===== config.mk =====
export PLATFORM = sky130hd
export DESIGN_NAME = pfm_port0_mux
export DESIGN_NICKNAME = d
export VERILOG_FILES = /design/src/rtl/pfm_pkg.sv /design/src/rtl/pfm_pin_cell.sv /design/src/rtl/pfm_port0_mux.sv
export VERILOG_INCLUDE_DIRS = /design/src /design/src/rtl
export SDC_FILE = /design/constraint.sdc
export NUM_CORES = 1
export LEC_CHECK = 0
export BUFFER_PORTS_ARGS = -buffer_cell sky130_fd_sc_hd__buf_2
export CORE_MARGIN = 8
export CORE_UTILIZATION = 45
export DETAILED_ROUTE_END_ITERATION = 8
export GPL_TIMING_DRIVEN = 0
export PLACE_DENSITY_LB_ADDON = 0.25
export SLEW_MARGIN = 30
export SYNTH_ARGS = -nofsm -noshare
export SYNTH_HDL_FRONTEND = slang
export SYNTH_SLANG_ARGS = --single-unit
export TNS_END_PERCENT = 20

===== constraint.sdc =====
create_clock -name clk_sys_i -period 2 [get_ports clk_sys_i]
set_clock_uncertainty 0.05 [all_clocks]
set_input_delay 0.3 -clock clk_sys_i [delete_from_list [all_inputs] [get_ports clk_sys_i]]
set_output_delay 0.3 -clock clk_sys_i [all_outputs]
set_load 0.03 [all_outputs]

===== src/rtl/pfm_defines.svh =====
// Offsets, field positions and reset values of the port 0 function mux
`ifndef PFM_DEFINES_SVH
`define PFM_DEFINES_SVH
`define PFM_NBITS 10
`define PFM_OFS_DATA 12'h000
`define PFM_OFS_CFG0 12'h004
`define PFM_OFS_CFG1 12'h008
`define PFM_OFS_CFG2 12'h00C
`define PFM_OFS_BOOT 12'h010
`define PFM_OFS_PIN 12'h014
`define PFM_RST_CFG0 10'h3FF
`define PFM_RST_CFG1 10'h3FF
`define PFM_RST_CFG2 10'h000
`define PFM_RST_DATA 10'h0FF
`define PFM_BOOT_SPI_EN 0
`define PFM_BOOT_SEL 1
`define PFM_PIN_UART_RX 8
`define PFM_PIN_BOOT 9
`define PFM_PIN_SHARED_LO 0
`define PFM_PIN_SHARED_HI 3
`endif


===== src/rtl/pfm_pkg.sv =====
// Types of the port 0 function mux
package pfm_pkg;
    typedef enum logic [2:0]
    {
        PFM_ANALOG,
        PFM_IN_TTL,
        PFM_IN_CMOS,
        PFM_IN_PUPD,
        PFM_OUT_OD,
        PFM_OUT_PP,
        PFM_AF_OD,
        PFM_AF_PP
    } pfm_mode_t;
endpackage


===== src/rtl/pfm_pin_cell.sv =====
// One port pin: mode decode, drive, pull and read-back
`timescale 1ns/1ps
`include "pfm_defines.svh"
module pfm_pin_cell
(
    // Configuration
    input wire logic cfg0_i,
    input wire logic cfg1_i,
    input wire logic cfg2_i,
    input wire logic data_i,
    // Alternate function
    input wire logic af_out_i,
    input wire logic af_oe_i,
    // Pin
    input wire logic pin_i,
    output logic out_o,
    output logic oe_o,
    output logic pu_o,
    output logic pd_o,
    output logic rd_o
);
    import pfm_pkg::*;
    pfm_mode_t mode;
    always_comb
    begin
        mode = pfm_mode_t'({cfg2_i, cfg1_i, cfg0_i});
        out_o = 1'b0;
        oe_o = 1'b0;
        pu_o = 1'b0;
        pd_o = 1'b0;
        rd_o = pin_i;
        case (mode)
            PFM_ANALOG: rd_o = 1'b0;
            PFM_IN_PUPD:
            begin
                pu_o = data_i;
                pd_o = ~data_i;
            end
            PFM_OUT_OD: oe_o = ~data_i;
            PFM_OUT_PP:
            begin
                out_o = data_i;
                oe_o = 1'b1;
                rd_o = data_i;
            end
            PFM_AF_OD: oe_o = af_oe_i & ~af_out_i;
            PFM_AF_PP:
            begin
                out_o = af_out_i;
                oe_o = af_oe_i;
            end
            default: rd_o = pin_i;
        endcase
    end
endmodule


===== src/rtl/pfm_port0_mux.sv =====
// Port 0 pin function mux with APB register access
// Function
// - After reset every port bit is in input pull-up/pull-down mode (cfg0=1, cfg1=1, cfg2=0).
// - Data bits reset to pick the pull: bits 0 to 7 pull up, bits 8 and 9 pull down.
// - Shared pins 0, 2 and 3 go to the async serial or two-wire port unless the sync port enable is set; pin 1 then has no owner.
// - The serial 0 receive pin in alternate push-pull output is tri-stated except while sending.
// - In pull mode a data bit of one picks pull-up, zero pull-down; reads give the pin.
// - In push-pull output mode a data read returns the output latch.
`timescale 1ns/1ps
`include "pfm_defines.svh"
module pfm_port0_mux
(
    // Clock and reset
    input wire logic clk_sys_i,
    input wire logic sys_rst_i,
    // APB slave
    input wire logic psel,
    input wire logic penable,
    input wire logic pwrite,
    input wire logic [11:0] paddr,
    input wire logic [31:0] pwdata,
    output logic [31:0] prdata,
    output logic pready,
    output logic pslverr,
    // Pins
    input wire logic [9:0] pin_i,
    output logic [9:0] pin_o,
    output logic [9:0] pin_oe_o,
    output logic [9:0] pull_up_o,
    output logic [9:0] pull_down_o,
    // Sync serial port
    input wire logic spi_miso_out_i,
    input wire logic spi_miso_oe_i,
    input wire logic spi_mosi_out_i,
    input wire logic spi_mosi_oe_i,
    input wire logic spi_sclk_out_i,
    input wire logic spi_sclk_oe_i,
    // Async serial 3
    input wire logic serial3_transmit_i,
    // Two-wire 1, open-drain drive lows
    input wire logic twowire1_clock_low_i,
    input wire logic twowire1_data_low_i,
    // Async serial 0
    input wire logic serial0_transmit_i,
    input wire logic serial0_tx_busy_i,
    // Boot select level
    output logic boot_select_o
);
    import pfm_pkg::*;

    logic [9:0] cfg0, cfg1, cfg2, data;
    logic [1:0] boot_config_register;
    logic [9:0] next_cfg0, next_cfg1, next_cfg2, next_data;
    logic [1:0] next_boot;
    logic [9:0] af_out, af_oe, cell_out, cell_oe, cell_pu, cell_pd, cell_rd;
    logic [31:0] next_prdata;
    logic next_pready, next_pslverr;
    logic acc, wr, hit;
    logic spi_en;

    assign spi_en = boot_config_register[`PFM_BOOT_SPI_EN];

    // Alternate function owner per pin
    always_comb
    begin
        af_out = 10'h000;
        af_oe = 10'h000;
        if (spi_en)
        begin
            af_out[0] = spi_miso_out_i;
            af_oe[0] = spi_miso_oe_i;
            af_out[1] = spi_mosi_out_i;
            af_oe[1] = spi_mosi_oe_i;
            af_out[2] = spi_sclk_out_i;
            af_oe[2] = spi_sclk_oe_i;
            af_out[3] = 1'b1;
            af_oe[3] = 1'b0;
        end
        else
        begin
            af_out[0] = serial3_transmit_i;
            af_oe[0] = 1'b1;
            af_out[2] = 1'b0;
            af_oe[2] = twowire1_clock_low_i;
            af_out[3] = 1'b0;
            af_oe[3] = twowire1_data_low_i;
        end
        // Slave 1 pins 4..7 are inputs or driven by the sync port 1 outside
        af_out[8] = serial0_transmit_i;
        af_oe[8] = serial0_tx_busy_i;
        af_out[9] = serial0_transmit_i;
        af_oe[9] = 1'b1;
    end

    genvar gi;
    generate
        for (gi = 0; gi < `PFM_NBITS; gi++)
        begin : g_pin
            pfm_pin_cell u_cell
            (
                .cfg0_i(cfg0[gi]),
                .cfg1_i(cfg1[gi]),
                .cfg2_i(cfg2[gi]),
                .data_i(data[gi]),
                .af_out_i(af_out[gi]),
                .af_oe_i(af_oe[gi]),
                .pin_i(pin_i[gi]),
                .out_o(cell_out[gi]),
                .oe_o(cell_oe[gi]),
                .pu_o(cell_pu[gi]),
                .pd_o(cell_pd[gi]),
                .rd_o(cell_rd[gi])
            );
        end
    endgenerate

    // APB: registered answer after one wait state
    always_comb
    begin
        acc = psel & penable & ~pready;
        // Write lands on the edge where the master sees pready high
        wr = psel & penable & pready & pwrite;
        next_cfg0 = cfg0;
        next_cfg1 = cfg1;
        next_cfg2 = cfg2;
        next_data = data;
        next_boot = boot_config_register;
        next_prdata = 32'h0000_0000;
        hit = 1'b1;
        case (paddr)
            `PFM_OFS_DATA:
            begin
                next_prdata = {22'h000000, cell_rd};
                if (wr) next_data = pwdata[9:0];
            end
            `PFM_OFS_CFG0:
            begin
                next_prdata = {22'h000000, cfg0};
                if (wr) next_cfg0 = pwdata[9:0];
            end
            `PFM_OFS_CFG1:
            begin
                next_prdata = {22'h000000, cfg1};
                if (wr) next_cfg1 = pwdata[9:0];
            end
            `PFM_OFS_CFG2:
            begin
                next_prdata = {22'h000000, cfg2};
                if (wr) next_cfg2 = pwdata[9:0];
            end
            `PFM_OFS_BOOT:
            begin
                next_prdata = {30'h00000000, boot_config_register};
                if (wr) next_boot[`PFM_BOOT_SPI_EN] = pwdata[`PFM_BOOT_SPI_EN];
            end
            `PFM_OFS_PIN: next_prdata = {22'h000000, pin_i};
            default: hit = 1'b0;
        endcase
        if (!acc)
            next_prdata = prdata;
        next_pready = acc;
        next_pslverr = acc & ~hit;
    end

    always_ff @(posedge clk_sys_i)
    begin
        if (sys_rst_i)
        begin
            cfg0 <= `PFM_RST_CFG0;
            cfg1 <= `PFM_RST_CFG1;
            cfg2 <= `PFM_RST_CFG2;
            data <= `PFM_RST_DATA;
            boot_config_register <= 2'h0;
            prdata <= 32'h0000_0000;
            pready <= 1'b0;
            pslverr <= 1'b0;
            pin_o <= 10'h000;
            pin_oe_o <= 10'h000;
            pull_up_o <= 10'h0FF;
            pull_down_o <= 10'h300;
            boot_select_o <= 1'b0;
        end
        else
        begin
            cfg0 <= next_cfg0;
            cfg1 <= next_cfg1;
            cfg2 <= next_cfg2;
            data <= next_data;
            // Boot strap level on bit 9 captured every cycle
            boot_config_register <= {pin_i[`PFM_PIN_BOOT], next_boot[0]};
            prdata <= next_prdata;
            pready <= next_pready;
            pslverr <= next_pslverr;
            // Outputs registered: one cycle behind config changes
            pin_o <= cell_out;
            pin_oe_o <= cell_oe;
            pull_up_o <= cell_pu;
            pull_down_o <= cell_pd;
            boot_select_o <= pin_i[`PFM_PIN_BOOT];
        end
    end

    // Assertions
    reset_cfg_a: assert property (@(posedge clk_sys_i) $past(sys_rst_i) |->
        (cfg0 == 10'h3FF && cfg1 == 10'h3FF && cfg2 == 10'h000))
        else $error("Port config wrong after reset");
    reset_pull_a: assert property (@(posedge clk_sys_i) $past(sys_rst_i) |->
        (pull_up_o == 10'h0FF && pull_down_o == 10'h300))
        else $error("Reset pulls wrong");
    spi_owner_a: assert property (@(posedge clk_sys_i) disable iff (sys_rst_i)
        (!spi_en && cfg2[0] && cfg1[0] && cfg0[0])
        |=> (pin_oe_o[0] && pin_o[0] == $past(serial3_transmit_i)))
        else $error("Shared pin not owned by async port");
    rx_tristate_a: assert property (@(posedge clk_sys_i) disable iff (sys_rst_i)
        (cfg2[8] && cfg1[8] && cfg0[8] && !serial0_tx_busy_i) |=> !pin_oe_o[8])
        else $error("Receive pin driven while idle");
    boot_pin_a: assert property (@(posedge clk_sys_i) disable iff (sys_rst_i)
        1'b1 |=> boot_select_o == $past(pin_i[9]))
        else $error("Boot select not tracking pin");
    pull_sel_a: assert property (@(posedge clk_sys_i) disable iff (sys_rst_i)
        (cfg0[1] && cfg1[1] && !cfg2[1]) |=> pull_up_o[1] == $past(data[1]))
        else $error("Pull direction wrong");
    latch_read_a: assert property (@(posedge clk_sys_i) disable iff (sys_rst_i)
        (acc && !pwrite && paddr == `PFM_OFS_DATA && cfg2[0] && !cfg1[0] && cfg0[0])
        |=> prdata[0] == $past(data[0]))
        else $error("Push-pull read not from latch");
endmodule


-- Yosys cells after proc, flatten, opt, wreduce, memory -nomap -nowiden
Cells that the tools add are included.
- bits in registers: 116
- input bits: 70
- output and inout port bits: 75
- logic and storage cells: 191
- eq/ne operators: 47
- mux-type cells: 44
- bitwise gates (word level): 41
- reduce and logical (&&, ||, !) cells: 32
- operators with widths (cell ; number):
    == test 3 bit (second input constant) ; 32
    case mux 10 bit (6 select lines) ; 1
    case mux 1 bit (2 select lines) ; 20
    inverter 1 bit ; 31
    == test 3 x 2 -> 1 bit (second input constant) ; 10
    zero test 3 bit ; 10
    OR reduction 2 bit ; 15
    == test 12 x 4 -> 1 bit (second input constant) ; 2
    == test 12 x 5 -> 1 bit (second input constant) ; 2
    case mux 1 bit (4 select lines) ; 5
    2-to-1 mux 1 bit ; 15
    == test 12 x 3 -> 1 bit (second input constant) ; 1
    zero test 12 bit ; 1
    AND 1 bit ; 10
    AND reduction 2 bit ; 5
    OR reduction 6 bit ; 1
    2-to-1 mux 2 bit ; 2
    case mux 1 bit (3 select lines) ; 1

-- Depth between registers and ports, before layout
- depth in word-level cells: 5
- depth in mapped cells: 6
- mapped depth without buffers: 4

-- Cells and area by module
A second synthesis with hierarchy kept.
- cells, all modules: 534
- area, all modules: 4827.1 µm²
- modules (own cells, without submodules) (module ; times used ; cells each ; area each (µm²) ; seq. area each (µm²)):
    pfm_port0_mux ; 1 ; 364 ; 3738.6 ; 1881.8
    pfm_pin_cell ; 10 ; 17 ; 108.9 ; 0.0

-- Worst setup path before layout
Ideal clock, no wire load.
- kind: input -> register
- start: in paddr[1]
- end: reg cfg2[0]
- library setup time: 0.072 ns
- data arrival time: 1.801 ns
- data required time: 1.878 ns
- setup slack: 0.078 ns
- stages: 5
- buffers on the path: 1
- cells stage by stage: or4_1 -> nor4_4 -> and3_1 -> buf_4 -> mux2i_1
- cells in the longest elaborated chain, start to end: 2
- ends and longest elaborated chain (item ; line ; RTL):
    start: declaration ; pfm_port0_mux.sv:20 ; input wire logic [11:0] paddr,
    == test 12 x 4 -> 1 bit ; pfm_port0_mux.sv:130 ; case (paddr)
    AND reduction 2 bit (no source line) ; n/a ;
    end signal: assignment ; pfm_port0_mux.sv:171 ; cfg2 <= `PFM_RST_CFG2;
    end signal: assignment ; pfm_port0_mux.sv:187 ; cfg2 <= next_cfg2;
    end: declaration ; pfm_port0_mux.sv:51 ; logic [9:0] cfg0, cfg1, cfg2, data;
No other way between the ends.
A chain may end at the register's enable or synchronous reset.

-- Worst setup path in the final report
- start: reg pready
- end: reg prdata[5]
- cells in the longest elaborated chain, start to end: 2
- ends and longest elaborated chain (item ; line ; RTL):
    start: declaration ; pfm_port0_mux.sv:23 ; output logic pready,
    start signal: assignment ; pfm_port0_mux.sv:192 ; pready <= next_pready;
    inverter 1 bit ; pfm_port0_mux.sv:120 ; acc = psel & penable & ~pready;
    AND 1 bit ; pfm_port0_mux.sv:120 ;
    end signal: assignment ; pfm_port0_mux.sv:191 ; prdata <= next_prdata;
    end: declaration ; pfm_port0_mux.sv:22 ; output logic [31:0] prdata,
No other way between the ends.

==> results.md <==
* Top area cells in the synthesized netlist: dfxtp_1 (44%), mux2i_1 (15%), nor2_1 (4.8%), nand2b_1 (4.1%), buf_4 (4.1%)
* Combined area of all synthesized cells at 4250 um2
* Worst IR drop on VDD at 0.000367 V
* Kind of cell with the highest combined delay on the critical path: simple AND/OR/NAND/NOR gates
* Number of antenna violations at the first check in global routing at 2
* Post-CTS setup-driven buffer insertion count at 0
* Share of the core filled with cells in the final layout at 0.563
* Cell chain of the critical path: nand4bb_2, or4_1, clkbuf_1, o31ai_1
* Longest Clk Path Bufs at 2
* Cell type contributing the most total cell area after synthesis: dfxtp_1
* Type of the setup path with the least slack: register to register
* Global placer's final weighted congestion at 0.842
* Number of enable-type register cells in the synthesized netlist at 0
* Total of fill cells in the finished design at 837
* Die height at 113 um
* Count of placed standard cells including taps at 686
* Die outline width at 113 um
* Clock insertion delay at the later pin of the skew report at 0.36 ns
* Category of the worst setup path capture point: register
* Final period util at 0.957
* Gate Count Post-Synth at 456
* Overflow left after global routing at 0
* Endpoints failing setup at 0
* Total leakage power at 2.57 nW
* Antenna Nets Post-Route at 0
* Num CTS Buffers at 9
* CTS tree: done
* Global-route wire length before repair at 19200 um
* Die area at 12800 um2
* Maximum fanout encountered on the critical timing path at 8
* Starting utilization of the core area at 0.463
* Headroom to the max-slew limit at 0.476
* Count of routing violations after the opening detailed-route iteration at 206
* Total power at 3.48 mW
* Routed wire length at 12400 um
* Required time of the worst setup path at 2.22 ns
* CTS sink cnt at 94
* Post-CTS Hold Buffers at 0
* Depth of the CTS H-tree at 3
* Area Overhead vs Synth at 21.8%
* Slew Viols, Final at 0
* Min-delay worst type: primary input to register
* Maximum cell stage delay along the critical path at 0.56 ns
* CP Buf/Inv Count at 1
* Fraction of layout cells with a size suffix above 1 at 0.258
* Crit. Startpoint: pready$_SDFF_PP0_
* Quantity of gates resized following cts at 0
* Area of the core at 9200 um2
* Most frequent cells in the layout: buf_2 (99), dfxtp_1 (94), mux2i_1 (63)
* Final-layout setup total negative slack at 0 ns
* Transition time at the pin with the least slew margin at 0.785 ns
* Number of buffers inserted by port buffering at 98
* Area share of the largest cell type after synthesis at 0.442
* Average via count per standard cell at 5.37
* Sum of net half-perimeters after detailed placement at 8830 um
* Mean Syn Cell Area at 9.33 um2
* Via count of the first global-routing pass at 3712
* Max Freq at 523 MHz
* Run status: complete, no violations
* Count of nets after finishing at 655
* Most common cell after layout, fill and taps aside: buf_2
* Synthesized flop and latch total at 94
* Clock-pin slew of the registers on the worst-case setup and hold paths at 0.10 ns
* Worst min-delay path startpoint: pwdata[2]
* Number of failing hold endpoints at the final stage at 0
* PD cells at 672 nW/um2
* Vias post-DR at 3778
* Smallest hold slack at 0.151 ns
* Worst-case register-to-register setup slack at 0.09 ns
* Fraction of the yosys area taken by sequential cells at 0.442
* Slowest cell on the critical path: or4_1
* Number of different library cells in the post-synthesis netlist at 46
* Non-filler instance count after layout at 703
* Clock period minus final worst setup slack at 1.91 ns
* Total GRT Usage at 0.191
* Ys flop type: dfxtp_1
* Std-Cell Rows at 35
* Yosys warning total at 0
* Kind of launch point of the worst setup path: register
* RSZ-0062 raised after global routing: no
* Ys async rst share at 0
* Average wire length per cell after detail routing at 17.6 um
* Detailed-routing iteration count for the pre-antenna-repair pass at 5
* Root buffer selected by CTS: clkbuf_8
* Worst reg2reg startpoint: pready$_SDFF_PP0_
* Arrival time of data at the critical path endpoint at 2.14 ns
* Maximum number of pins on one net before global-route repair at 17
* I/O pin cnt at 145
* Number of remaining DRC errors at 0
* Max Cap Violations at 0
[power breakdown]
part | internal (mW) | total, mW | switching, mW
Sequential | 1.87 | 1.87 | 0.00147
Clock | 0.583 | 1.28 | 0.697
Combinational | 0.120 | 0.327 | 0.207
[worst min-delay path, stage by stage]
cell and delay, ns:
buf_2 0.11, nand2b_1 0.06, mux2i_1 0.06
[Yosys cell counts, types with 2 or more instances]
| cell type | n |
|---|---|
| a2111oi_0 | 3 |
| a211oi_1 | 7 |
| a21boi_0 | 2 |
| a21o_1 | 3 |
| a21oi_1 | 10 |
| a22oi_1 | 9 |
| a31o_2 | 8 |
| a41o_1 | 2 |
| and3_1 | 11 |
| and3b_1 | 2 |
| buf_1 | 2 |
| buf_2 | 2 |
| buf_4 | 23 |
| clkbuf_1 | 19 |
| dfxtp_1 | 94 |
| inv_1 | 13 |
| mux2i_1 | 63 |
| nand2_1 | 13 |
| nand2b_1 | 28 |
| nand3_1 | 6 |
| nand3b_1 | 2 |
| nand4_1 | 2 |
| nand4b_1 | 2 |
| nor2_1 | 54 |
| nor2b_1 | 17 |
| nor3_1 | 3 |
| nor3b_1 | 4 |
| o21a_1 | 5 |
| o21ai_0 | 13 |
| o21ai_1 | 2 |
| o21bai_1 | 3 |
| o22ai_1 | 7 |
| o2bb2ai_1 | 4 |
| o31ai_1 | 5 |
| or4_1 | 2 |
[sequential cells by signal, summed over array words and instances (netlist names)]
register,flops
pready,1
cfg2,10
pull_down_o,10
data,10
pslverr,1
pin_oe_o,10
cfg1,10
pull_up_o,10
pin_o,10
prdata,10
boot_config_register,2
cfg0,10
[stage by stage]
step,setup slack (ns),instance area [um2]
6_report,0.0866,5180
5_1_grt,0.0115,5180
4_1_cts,0.0848,5170
3_5_place_dp,-0.286,4970
3_3_place_gp,-0.425,4960
2_1_floorplan,0.0775,4330
[metal layers]
layer	global-route usage	share of wire	vias to the layer above
met4	0.0790	0.020	0
met2	0.318	0.47	160
met1	0.232	0.44	1771
li1	-	-	1830
met5	0	0	-
met3	0.0421	0.071	17
[logic make-up after synthesis]
| logic type | share of synthesized area |
|---|---|
| compound gates | 0.145 |
| buf+inv | 0.0729 |
| flops | 0.442 |
| mux | 0.148 |
| other cells | 0.000882 |
| simple gates | 0.191 |
[cell type report]
class                      count  area (um2)  share of cell area
tap                          111         139              0.0268
timing repair buffer          98         490              0.0947
sequential                    94        1880               0.363
multi-input combinational    324        2150               0.415
antenna                        2        5.00            0.000966
clock inverter                 7        75.1              0.0145
clock buffer                   9         124              0.0239
inverter                      13        48.8             0.00942
buffer                        45         264              0.0510
[path summary, 6_finish.rpt]
path                             to  cells after the start
max          prdata[5]$_SDFFE_PP0P_                      4
min            cfg2[2]$_SDFFE_PP0P_                      3
max reg2reg  prdata[5]$_SDFFE_PP0P_                      4
min reg2reg  pin_oe_o[6]$_SDFF_PP0_                      1
Note: power is estimated with default switching activity, not from simulation.
